**config.mk**
```make
export PLATFORM = sky130hd
export DESIGN_NAME = data_move_instr_exec
export DESIGN_NICKNAME = d
export VERILOG_FILES = /design/src/rtl/data_move_pkg.sv /design/src/rtl/file_reg_bank.sv /design/src/rtl/data_move_instr_exec.sv
export SDC_FILE = /design/constraint.sdc
export NUM_CORES = 2
export LEC_CHECK = 0
export BUFFER_PORTS_ARGS = -buffer_cell sky130_fd_sc_hd__buf_2
export CAP_MARGIN = 10
export CORE_ASPECT_RATIO = 0.9
export CORE_MARGIN = 1
export CORE_UTILIZATION = 61
export DETAILED_ROUTE_END_ITERATION = 12
export PLACE_DENSITY = 0.78
export SKIP_LAST_GASP = 1
export SLEW_MARGIN = 10
export SYNTH_ARGS = -nofsm -noshare
export SYNTH_HDL_FRONTEND = slang
export SYNTH_SLANG_ARGS = --single-unit
```
**constraint.sdc**
```tcl
create_clock -name core_clk -period 120.2 [get_ports core_clk]
set_input_delay 30.05 -clock core_clk [delete_from_list [all_inputs] [get_ports core_clk]]
set_output_delay 30.05 -clock core_clk [all_outputs]
set_load 0.05 [all_outputs]
```
**src/rtl/data_move_pkg.sv**
```systemverilog
// Shared constants and types for the data-movement instruction group
package data_move_pkg;

  // Widths of the instruction word, data path, file address and retire counter
  localparam int INSTR_W = 14;
  localparam int DATA_W  = 8;
  localparam int ADDR_W  = 7;
  localparam int COUNT_W = 16;

  // Opcode match masks and patterns (pattern = word & mask)
  localparam logic [INSTR_W-1:0] COPY_MASK     = 14'h3f00;
  localparam logic [INSTR_W-1:0] COPY_PATTERN  = 14'h0800;
  localparam logic [INSTR_W-1:0] STORE_MASK    = 14'h3f80;
  localparam logic [INSTR_W-1:0] STORE_PATTERN = 14'h0080;
  localparam logic [INSTR_W-1:0] LOAD_MASK     = 14'h3c00;
  localparam logic [INSTR_W-1:0] LOAD_PATTERN  = 14'h3000;
  localparam logic [INSTR_W-1:0] IDLE_MASK     = 14'h3f9f;
  localparam logic [INSTR_W-1:0] IDLE_PATTERN  = 14'h0000;

  // Don't-care field of the immediate load word
  localparam logic [INSTR_W-1:0] LOAD_DC_MASK  = 14'h0300;

  // Field positions inside the instruction word
  localparam int DEST_BIT = 7;
  localparam int FILE_LSB = 0;
  localparam int LIT_LSB  = 0;

  // Destination encoding of the copy instruction
  localparam logic DEST_ACCUM = 1'b0;

  // Reset values and retire counter step
  localparam logic [DATA_W-1:0]  ACCUM_RESET = 8'h00;
  localparam logic               ZERO_RESET  = 1'b0;
  localparam logic [DATA_W-1:0]  FILE_RESET  = 8'h00;
  localparam logic [COUNT_W-1:0] COUNT_RESET = 16'h0000;
  localparam logic [COUNT_W-1:0] COUNT_STEP  = 16'h0001;

  // Kind of the last instruction taken
  typedef enum logic [2:0] {
    OP_NONE,
    OP_COPY,
    OP_STORE,
    OP_LOAD,
    OP_IDLE,
    OP_OTHER
  } op_type;

endpackage : data_move_pkg

```
**src/rtl/file_reg_bank.sv**
```systemverilog
// File register bank with one write port, one read port and a peek port
`timescale 1ns/1ns
`default_nettype none

module file_reg_bank #(
  parameter int DEPTH = 128
) (
  input  wire logic                               core_clk,  // Core clock
  input  wire logic                               reset,     // Async reset, active high
  input  wire logic                               wr_en,     // Write strobe
  input  wire logic [data_move_pkg::ADDR_W-1:0]   wr_addr,   // Write address
  input  wire logic [data_move_pkg::DATA_W-1:0]   wr_data,   // Write data
  input  wire logic [data_move_pkg::ADDR_W-1:0]   rd_addr,   // Read address
  output logic      [data_move_pkg::DATA_W-1:0]   rd_data,   // Read data, same cycle
  input  wire logic [data_move_pkg::ADDR_W-1:0]   peek_addr, // Observation address
  output logic      [data_move_pkg::DATA_W-1:0]   peek_data  // Observation data, registered
);

  typedef struct packed {
    logic [DEPTH-1:0][data_move_pkg::DATA_W-1:0] mem;
    logic [data_move_pkg::DATA_W-1:0]            peek;
  } bank_state_type;

  bank_state_type state_r;
  bank_state_type state_nxt;

  // Write and peek next state
  always_comb begin
    state_nxt = state_r;
    if (wr_en) begin
      state_nxt.mem[wr_addr] = wr_data;
    end
    state_nxt.peek = state_r.mem[peek_addr];
  end

  // State register
  always_ff @(posedge core_clk or posedge reset) begin
    if (reset) begin
      state_r <= '{mem: '{default: data_move_pkg::FILE_RESET}, peek: data_move_pkg::FILE_RESET};
    end else begin
      state_r <= state_nxt;
    end
  end

  // Outputs
  assign rd_data   = state_r.mem[rd_addr];
  assign peek_data = state_r.peek;

endmodule : file_reg_bank

`default_nettype wire

```
**src/rtl/data_move_instr_exec.sv**
```systemverilog
// Executes the copy, store, immediate-load and idle instructions
//
// Notes on behaviour
// RULE1 - Copy reads f; d selects accumulator or f
// RULE2 - Copy sets zero flag from moved value
// RULE3 - Store writes accumulator to f, flags untouched
// RULE4 - Immediate load puts literal in accumulator
// RULE5 - Software encodes load don't-care bits as zero
// RULE6 - One word, one cycle; idle changes nothing
`timescale 1ns/1ns
`default_nettype none

module data_move_instr_exec #(
  parameter int FILE_DEPTH = 128
) (
  input  wire logic                                core_clk,     // Core instruction clock
  input  wire logic                                reset,        // Async reset, active high
  input  wire logic                                instr_valid,  // Instruction word present
  input  wire logic [data_move_pkg::INSTR_W-1:0]   instr_word,   // Fetched instruction word
  output logic      [data_move_pkg::DATA_W-1:0]    accum,        // Accumulator
  output logic                                     zero_flag,    // Zero status flag
  output logic                                     op_done,      // Pulse: instruction retired
  output data_move_pkg::op_type                    op_kind,      // Kind of last instruction
  output logic                                     file_wr_seen, // Pulse: file register written
  output logic      [data_move_pkg::ADDR_W-1:0]    file_wr_addr, // Address of last file write
  output logic      [data_move_pkg::DATA_W-1:0]    file_wr_data, // Data of last file write
  output logic                                     dc_bits_set,  // Pulse: load had nonzero don't-cares
  output logic                                     unsupported,  // Pulse: word outside this group
  output logic      [data_move_pkg::COUNT_W-1:0]   retired_count,// Instructions of this group retired
  input  wire logic [data_move_pkg::ADDR_W-1:0]    peek_addr,    // File register to observe
  output logic      [data_move_pkg::DATA_W-1:0]    peek_data     // Observed file register
);

  typedef struct packed {
    logic [data_move_pkg::DATA_W-1:0]  accum;
    logic                              zero;
    logic                              done;
    data_move_pkg::op_type             kind;
    logic                              wr_seen;
    logic [data_move_pkg::ADDR_W-1:0]  wr_addr;
    logic [data_move_pkg::DATA_W-1:0]  wr_data;
    logic                              dc_err;
    logic                              unsup;
    logic [data_move_pkg::COUNT_W-1:0] count;
  } exec_state_type;

  exec_state_type state_r;
  exec_state_type state_nxt;

  // Bank port signals
  logic                             bank_wr_en;
  logic [data_move_pkg::ADDR_W-1:0] bank_wr_addr;
  logic [data_move_pkg::DATA_W-1:0] bank_wr_data;
  logic [data_move_pkg::ADDR_W-1:0] bank_rd_addr;
  logic [data_move_pkg::DATA_W-1:0] bank_rd_data;

  // Decoded fields of the current word
  data_move_pkg::op_type            cur_op;
  logic [data_move_pkg::ADDR_W-1:0] file_addr;
  logic [data_move_pkg::DATA_W-1:0] literal;
  logic                             dest_file;

  // Matches a word against one opcode mask and pattern
  function automatic logic op_match(
    input logic [data_move_pkg::INSTR_W-1:0] word,
    input logic [data_move_pkg::INSTR_W-1:0] mask,
    input logic [data_move_pkg::INSTR_W-1:0] pattern
  );
    op_match = ((word & mask) == pattern);
  endfunction : op_match

  // Classifies an instruction word
  function automatic data_move_pkg::op_type decode_op(
    input logic [data_move_pkg::INSTR_W-1:0] word
  );
    if (op_match(word, data_move_pkg::COPY_MASK, data_move_pkg::COPY_PATTERN)) begin
      decode_op = data_move_pkg::OP_COPY;
    end else if (op_match(word, data_move_pkg::STORE_MASK, data_move_pkg::STORE_PATTERN)) begin
      decode_op = data_move_pkg::OP_STORE;
    end else if (op_match(word, data_move_pkg::LOAD_MASK, data_move_pkg::LOAD_PATTERN)) begin
      decode_op = data_move_pkg::OP_LOAD;
    end else if (op_match(word, data_move_pkg::IDLE_MASK, data_move_pkg::IDLE_PATTERN)) begin
      decode_op = data_move_pkg::OP_IDLE;
    end else begin
      decode_op = data_move_pkg::OP_OTHER;
    end
  endfunction : decode_op

  // Field extraction
  assign cur_op    = decode_op(instr_word);
  assign file_addr = instr_word[data_move_pkg::FILE_LSB +: data_move_pkg::ADDR_W]; // RULE1
  assign literal   = instr_word[data_move_pkg::LIT_LSB +: data_move_pkg::DATA_W];  // RULE4
  assign dest_file = instr_word[data_move_pkg::DEST_BIT];
  assign bank_rd_addr = file_addr;

  // Bank write port, driven in the cycle the word is taken
  always_comb begin
    bank_wr_en   = 1'b0;
    bank_wr_addr = file_addr;
    bank_wr_data = state_r.accum;
    if (instr_valid) begin
      unique case (cur_op)
        data_move_pkg::OP_COPY: begin
          if (dest_file != data_move_pkg::DEST_ACCUM) begin
            bank_wr_en   = 1'b1;           // RULE1
            bank_wr_data = bank_rd_data;   // RULE1
          end
        end
        data_move_pkg::OP_STORE: begin
          bank_wr_en   = 1'b1;             // RULE3
          bank_wr_data = state_r.accum;    // RULE3
        end
        data_move_pkg::OP_NONE,
        data_move_pkg::OP_LOAD,
        data_move_pkg::OP_IDLE,
        data_move_pkg::OP_OTHER: begin
          bank_wr_en = 1'b0;               // RULE6
        end
      endcase
    end
  end

  // Execution next state: every instruction finishes in one cycle
  always_comb begin
    state_nxt         = state_r;
    state_nxt.done    = 1'b0;
    state_nxt.wr_seen = 1'b0;
    state_nxt.dc_err  = 1'b0;
    state_nxt.unsup   = 1'b0;
    if (instr_valid) begin
      state_nxt.kind = cur_op;
      if (cur_op != data_move_pkg::OP_OTHER) begin
        state_nxt.done  = 1'b1;                                            // RULE6
        state_nxt.count = state_r.count + data_move_pkg::COUNT_STEP;
      end
      unique case (cur_op)
        data_move_pkg::OP_COPY: begin
          if (dest_file == data_move_pkg::DEST_ACCUM) begin
            state_nxt.accum = bank_rd_data;                                // RULE1
          end
          state_nxt.zero = (bank_rd_data == '0);                           // RULE2
        end
        data_move_pkg::OP_STORE: begin
          state_nxt.accum = state_r.accum;                                 // RULE3
        end
        data_move_pkg::OP_LOAD: begin
          state_nxt.accum  = literal;                                      // RULE4
          state_nxt.dc_err = |(instr_word & data_move_pkg::LOAD_DC_MASK);  // RULE5
        end
        data_move_pkg::OP_IDLE: begin
          state_nxt.accum = state_r.accum;                                 // RULE6
        end
        data_move_pkg::OP_NONE: begin
          state_nxt.accum = state_r.accum;
        end
        data_move_pkg::OP_OTHER: begin
          state_nxt.unsup = 1'b1;
        end
      endcase
      if (bank_wr_en) begin
        state_nxt.wr_seen = 1'b1;
        state_nxt.wr_addr = bank_wr_addr;
        state_nxt.wr_data = bank_wr_data;
      end
    end
  end

  // State register
  always_ff @(posedge core_clk or posedge reset) begin
    if (reset) begin
      state_r.accum   <= data_move_pkg::ACCUM_RESET;
      state_r.zero    <= data_move_pkg::ZERO_RESET;
      state_r.done    <= 1'b0;
      state_r.kind    <= data_move_pkg::OP_NONE;
      state_r.wr_seen <= 1'b0;
      state_r.wr_addr <= '0;
      state_r.wr_data <= data_move_pkg::FILE_RESET;
      state_r.dc_err  <= 1'b0;
      state_r.unsup   <= 1'b0;
      state_r.count   <= data_move_pkg::COUNT_RESET;
    end else begin
      state_r <= state_nxt;
    end
  end

  // File register bank
  file_reg_bank #(
    .DEPTH (FILE_DEPTH)
  ) u_bank (
    .core_clk  (core_clk),
    .reset     (reset),
    .wr_en     (bank_wr_en),
    .wr_addr   (bank_wr_addr),
    .wr_data   (bank_wr_data),
    .rd_addr   (bank_rd_addr),
    .rd_data   (bank_rd_data),
    .peek_addr (peek_addr),
    .peek_data (peek_data)
  );

  // Outputs
  assign accum         = state_r.accum;
  assign zero_flag     = state_r.zero;
  assign op_done       = state_r.done;
  assign op_kind       = state_r.kind;
  assign file_wr_seen  = state_r.wr_seen;
  assign file_wr_addr  = state_r.wr_addr;
  assign file_wr_data  = state_r.wr_data;
  assign dc_bits_set   = state_r.dc_err;
  assign unsupported   = state_r.unsup;
  assign retired_count = state_r.count;

endmodule : data_move_instr_exec

`default_nettype wire

```
==> Word-level counts from Yosys, hierarchy flattened <==
Index checks and enable logic that the tools add are counted.
Widths: inputs -> output; s select.
{ "op_classes": {"n_addsub": 1, "n_lt_le_gt_ge": 3, "eq_ne": 10, "mux": 25, "n_reduce_logical": 11} }
{ "ops": {"columns": ["op", "n"], "rows": [
  ["$bwmux 1024", 1],
  ["$bmux 8 s7", 2],
  ["$demux 8 s7", 1],
  ["$mux 8", 7],
  ["$mux 38", 1],
  ["$mux 16", 2],
  ["$add 16x1->16 const B", 1],
  ["$lt 7x8->1 const B", 2],
  ["$pmux 8 s2", 1],
  ["$logic_not 14->1", 1],
  ["$mux 3", 3],
  ["$logic_not 8->1", 1],
  ["$eq 7x1->1 const B", 1],
  ["$ge 7x1->1 const B", 1],
  ["$eq 3x2->1 const B", 2],
  ["$eq 3x3->1 const B", 2],
  ["$eq 6x4->1 const B", 1],
  ["$mux 1", 6],
  ["$reduce_and 2->1", 3],
  ["$eq 4x4->1 const B", 1],
  ["$reduce_or 4->1", 1],
  ["$eq 3x1->1 const B", 1],
  ["$logic_not 3->1", 1],
  ["$ne 3x3->1 const B", 1],
  ["6 further kinds", 6]
]} }
{ "word_totals": {"reg_bits": 1079, "in_bits": 24, "out_inout_bits": 55, "wordCells": 189} }

==> Logic depth before layout (Yosys ltp) <==
{ "depth": {"depth_word": 11, "depth_mapped": 16, "depth_no_buf": 9} }

==> By module <==
Synthesis repeated with hierarchy kept, for this count alone.
{ "hier_totals": {"hier_cells": 3424, "area_unflattened_um2": 56978.4} }
{ "by_module_without_submodules": {"columns": ["mod", "n_inst", "cells_per_inst", "area_each_um2", "seq_area_each_um2"], "rows": [
  ["file_reg_bank", 1, 3221, 54738.7, 25824.8],
  ["data_move_instr_exec", 1, 203, 2239.6, 1176.1]
]} }

==> Worst setup path before layout <==
No wires, ideal clock.
{ "synth_path": {"path_type": "input port to flip-flop", "startpoint": "input peek_addr[0] (netlist bit)", "endpoint": "register u_bank.state_r (netlist bit u_bank.peek_data[0])", "setup_time_ns": 0.125, "arrival_time_ns": 32.437, "required_time_ns": 120.075, "setup_slack_ns": 87.639, "cell_stages": 7, "path_buffers": 3, "path_cell_list": "clkbuf_1 buf_2 buf_2 mux4_2 mux4_2 mux4_2 mux2_2"} }
{ "synth_lines": {"columns": ["element", "line", "rtl"], "rows": [
  ["start: declaration", "data_move_instr_exec.sv:30", "input wire logic [data_move_pkg::ADDR_W-1:0] peek_addr,"],
  ["end signal: assignment", "file_reg_bank.sv:41", "state_r <= state_nxt;"],
  ["end: declaration", "file_reg_bank.sv:24", "bank_state_type state_r;"]
]} }

==> Final worst setup path <==
{ "layout_path": {"startpoint": "input instr_word[1] (netlist bit)", "endpoint": "register u_bank.state_r[290] (netlist bit)"} }
{ "layout_between": {"elab_chain_len": 9, "word_cells_on_any_way": 25, "cone_classes": "2 x order compare; 5 x eq/ne; 14 x mux; 4 x reduce/logical"} }
{ "layout_lines": {"columns": ["element", "line", "rtl"], "rows": [
  ["start: declaration", "data_move_instr_exec.sv:19", "input wire logic [data_move_pkg::INSTR_W-1:0] instr_word,"],
  ["$logic_not 14->1", "data_move_instr_exec.sv:69", "op_match = ((word & mask) == pattern);"],
  ["$mux 1", "data_move_instr_exec.sv:82", "end else if (op_match(word, data_move_pkg::IDLE_MASK, data_move_pkg::IDLE_PATTERN)) begin"],
  ["$mux 3", "data_move_instr_exec.sv:80", "end else if (op_match(word, data_move_pkg::LOAD_MASK, data_move_pkg::LOAD_PATTERN)) begin"],
  ["$mux 3", "data_move_instr_exec.sv:78", "end else if (op_match(word, data_move_pkg::STORE_MASK, data_move_pkg::STORE_PATTERN)) begin"],
  ["$mux 3", "data_move_instr_exec.sv:76", "if (op_match(word, data_move_pkg::COPY_MASK, data_move_pkg::COPY_PATTERN)) begin"],
  ["$eq 3x2->1 (tied with other cells)", "data_move_instr_exec.sv:102", "unique case (cur_op)"],
  ["$reduce_or 4->1 / $mux 8 (equally long branches)", "data_move_instr_exec.sv:102", null],
  ["$pmux 1 s3 / $mux 8 (equally long branches)", "data_move_instr_exec.sv:102, data_move_instr_exec.sv:101", null],
  ["$mux 1 / $bwmux 1024 (equally long branches)", "data_move_instr_exec.sv:101, file_reg_bank.sv:31", null]
]} }
Parallel ways exist; a longest one is shown, timed or not. The select of a mux whose other input is x is not followed.
A chain may end at the register's enable or synchronous reset.

==> impl_metrics.toml <==
[global_routing]
grt_max_degree = 173
gr-total-overflow = 0
antenna_found_initial = 13
grt_pass1_vias = 43700
grt_pass1_wl_mm = 282
grt_usage = 0.412

[placed_design]
dp.final_hpwl_mm = 119
io_buffer_count = 78
gp_congestion = 1.01

[clock_tree]
post_cts_resized = 0
cts-buffers-inserted = 107
post-cts-setup-buffers = 0
cts.sinks = 1079
insertion_delay_ns = 0.73
cts-root-buf = "clkbuf_16"
h-tree-depth = 3
clk_pin_slew_ns = 0.06
cts-hold-fix-buffers = 0
clockBufferDepth = 3
cts_tree = "yes"

[timing]
max_freq_ghz = 0.0276
worst_pin_slew_ns = 1.40
fin_worst_skew_ns = 0.0453
slew_headroom = 0.0641
report.final.slew_viol_count = 0
hold_viol = 0
rsz0062_at_grt = "no"
finalCritPeriodShare = 0.301
timing.setup.tns_ns = 0
setup_viol = 0
fin_crit_ns = 36.18

[synthesis]
synth_nets = 5227
syn_area_mm2 = 0.0556
synth_top_area_cell = "dfrtp_1"
ys_top_cells_by_count = "nand2_1, dfrtp_1, o21ai_0"
synth.top_cell.area_share = 0.485
yosysSeqAreaShare = 0.485
ys.flop_type = "dfrtp_1"
synth_edf_count = 0
ys_warn_count = 0
synth_area_leaders = "dfrtp_1, mux4_2, o21ai_0"
ys_ff_latch = 1079
ys_types = 82
async_flop_share = 1.00
syn_inst = 5202
synthMostInstantiatedCell = "nand2_1"
syn_area_per_cell_um2 = 10.7

[critical_path]
path_cells = "clkbuf_8 -> buf_4 -> buf_4 -> buf_4 -> inv_2 -> buf_4 -> mux2i_1 -> o221ai_1 -> nor2_1 -> nor3_1 -> mux2i_4 -> buf_4 -> buf_4 -> o21ai_0"
cpMaxStageDelayCell = "buf_4"
critPathLaunchType = "primary input"
crit_fanout = 66
slowest_delay_ns = 0.71
crit_path_end_kind = "register"
crit_top_cell = "buf_4"
cp.arrival_ns = 36.73
cp_data_required_time_ns = 120.75
critical_path_class = "primary input to register"
rrSetupSlack_ns = 115.93
cp_top_family = "buffers and inverters"
crit_buf_inv = 8

[layout]
num-fill-cells = 6498
post-route-util = 0.666
fin_nets = 5023
area_growth_syn_to_layout_pct = 7.69
drive_gt1_frac = 0.180

[floorplan]
die_area_mm2 = 0.0924
fp.dieH_um = 289
fp.coreArea_mm2 = 0.0899
die_width_um = 320
num_io_pins = 79
rows = 104
initial_core_util = 0.619

[job]
drv_cap = 0

[power_and_ir_drop]
pwr_density_cell_mw_per_mm2 = 13.6
p_leak_nw = 25.2
vdd_ir_drop_max_v = 0.0000119

[route]
viasPerCell = 7.22
ant_nets = 0
wl_mm = 189
wl_per_cell_um = 29.9
route.vias.total = 45600
drt-initial-drc-count = 7676
dr.pass1.iters = 9
drcViolationCount = 0

[status]
status = "finished clean"

[worst_hold_path]
hp-class = "register to register"
worst reg2reg max path, cell delays in order, from the launching register on:
cell,delay (ns)
dfrtp_1,0.39
mux4_2,0.50
mux2i_1,0.14
o221ai_1,0.27
nor2_1,0.71
nor3_1,0.25
mux2i_4,0.20
buf_4,0.52
buf_4,0.77
o21ai_0,0.34
area by class of cell:
type	instances	area, um^2	share of cell area
Tap cell	1219	1530	0.0255
Inverter	12	52.6	0.000877
Clock inverter	44	558	0.00931
Multi-Input combinational cell	3624	26400	0.440
Clock buffer	152	3170	0.0529
Antenna cell	14	35.0	0.000585
Timing Repair Buffer	174	1190	0.0199
Sequential cell	1079	27000	0.451
final timing paths:
check | end | cells past startpoint | startpoint
min in group asynchronous | u_bank.state_r[140]$_DFFE_PP0P_ | 2 | reset
worst max-delay path | u_bank.state_r[290]$_DFFE_PP0P_ | 14 | instr_word[1]
worst min-delay path | retired_count[15]$_DFFE_PP0P_ | 1 | retired_count[15]$_DFFE_PP0P_
max in group asynchronous | u_bank.state_r[593]$_DFFE_PP0P_ | 5 | reset
worst max register to register | u_bank.state_r[290]$_DFFE_PP0P_ | 9 | u_bank.state_r[50]$_DFFE_PP0P_
worst min register to register | retired_count[15]$_DFFE_PP0P_ | 1 | retired_count[15]$_DFFE_PP0P_
layer usage:
layer  track usage  up-vias  share of wire
li1              -    18500              -
met1         0.540    22300           0.35
met2         0.569     3815           0.41
met3         0.185      971           0.16
met4         0.239        8          0.072
met5        0.0162        -         0.0012
layout by cell type, fill, tap and decap left out, types with 8 or more instances in the layout:
master,Yosys,layout
o211ai_1,13,13
nand4_1,17,17
xnor2_1,8,8
o22ai_1,17,17
a22o_1,21,21
clkbuf_16,0,108
bufinv_16,0,12
nor2_1,214,209
a22oi_1,46,46
a21oi_1,149,149
dfrtp_1,1079,1079
clkbuf_8,0,33
a21oi_2,11,11
mux4_2,424,424
buf_2,137,71
nand3_1,26,26
a221oi_1,101,101
mux2_2,71,71
clkbuf_1,239,14
o2bb2ai_1,10,10
buf_4,35,95
nor3_1,20,14
clkinv_2,0,24
mux2i_1,122,116
and2_1,8,8
nor3_2,2,8
diode_2,0,14
o21ai_0,967,967
a31oi_1,17,17
o21ai_1,55,55
nand2_1,1170,1170
inv_1,9,8
o221ai_1,14,14
a221o_1,20,20
report_power, final:
| part | internal (mW) | total [mW] | switching [mW] |
|---|---|---|---|
| Combinational | 0.0175 | 0.0901 | 0.0726 |
| Sequential | 0.366 | 0.368 | 0.00254 |
| Clock | 0.209 | 0.358 | 0.150 |
per-stage QoR:
step / hold WS [ns] / worst slack [ns] / instance area (um^2) / power, mW / cells
after floorplan: 0.459 / 59.77 / 55600 / 0.435 / 5202
after global placement: 0.456 / 84.01 / 56100 / 0.460 / 6107
after detailed placement: 0.458 / 83.85 / 56100 / 0.461 / 6107
after CTS: 0.467 / 84.51 / 59900 / 0.813 / 6303
after global routing: 0.487 / 84.05 / 59900 / 0.832 / 6307
final: 0.464 / 84.02 / 59900 / 0.817 / 6318
cell families after synthesis:
kind of cell / Yosys count / share of synthesized area
compound gates: 1482 / 0.152
buf+inv: 499 / 0.0438
fa+ha+maj: 1 / 0.000225
flops: 1079 / 0.485
mux: 619 / 0.208
xor+xnor: 15 / 0.00236
simple gates: 1507 / 0.108
state kept, by name, summed over array words and instances, names as in the netlist, 3 cells and up:
| register | cells |
|---|---|
| u_bank.state_r | 1024 |
| retired_count | 16 |
| accum | 8 |
| file_wr_data | 8 |
| u_bank.peek_data | 8 |
| file_wr_addr | 7 |
| op_kind | 3 |
Note: power is estimated with default switching activity, not from simulation.
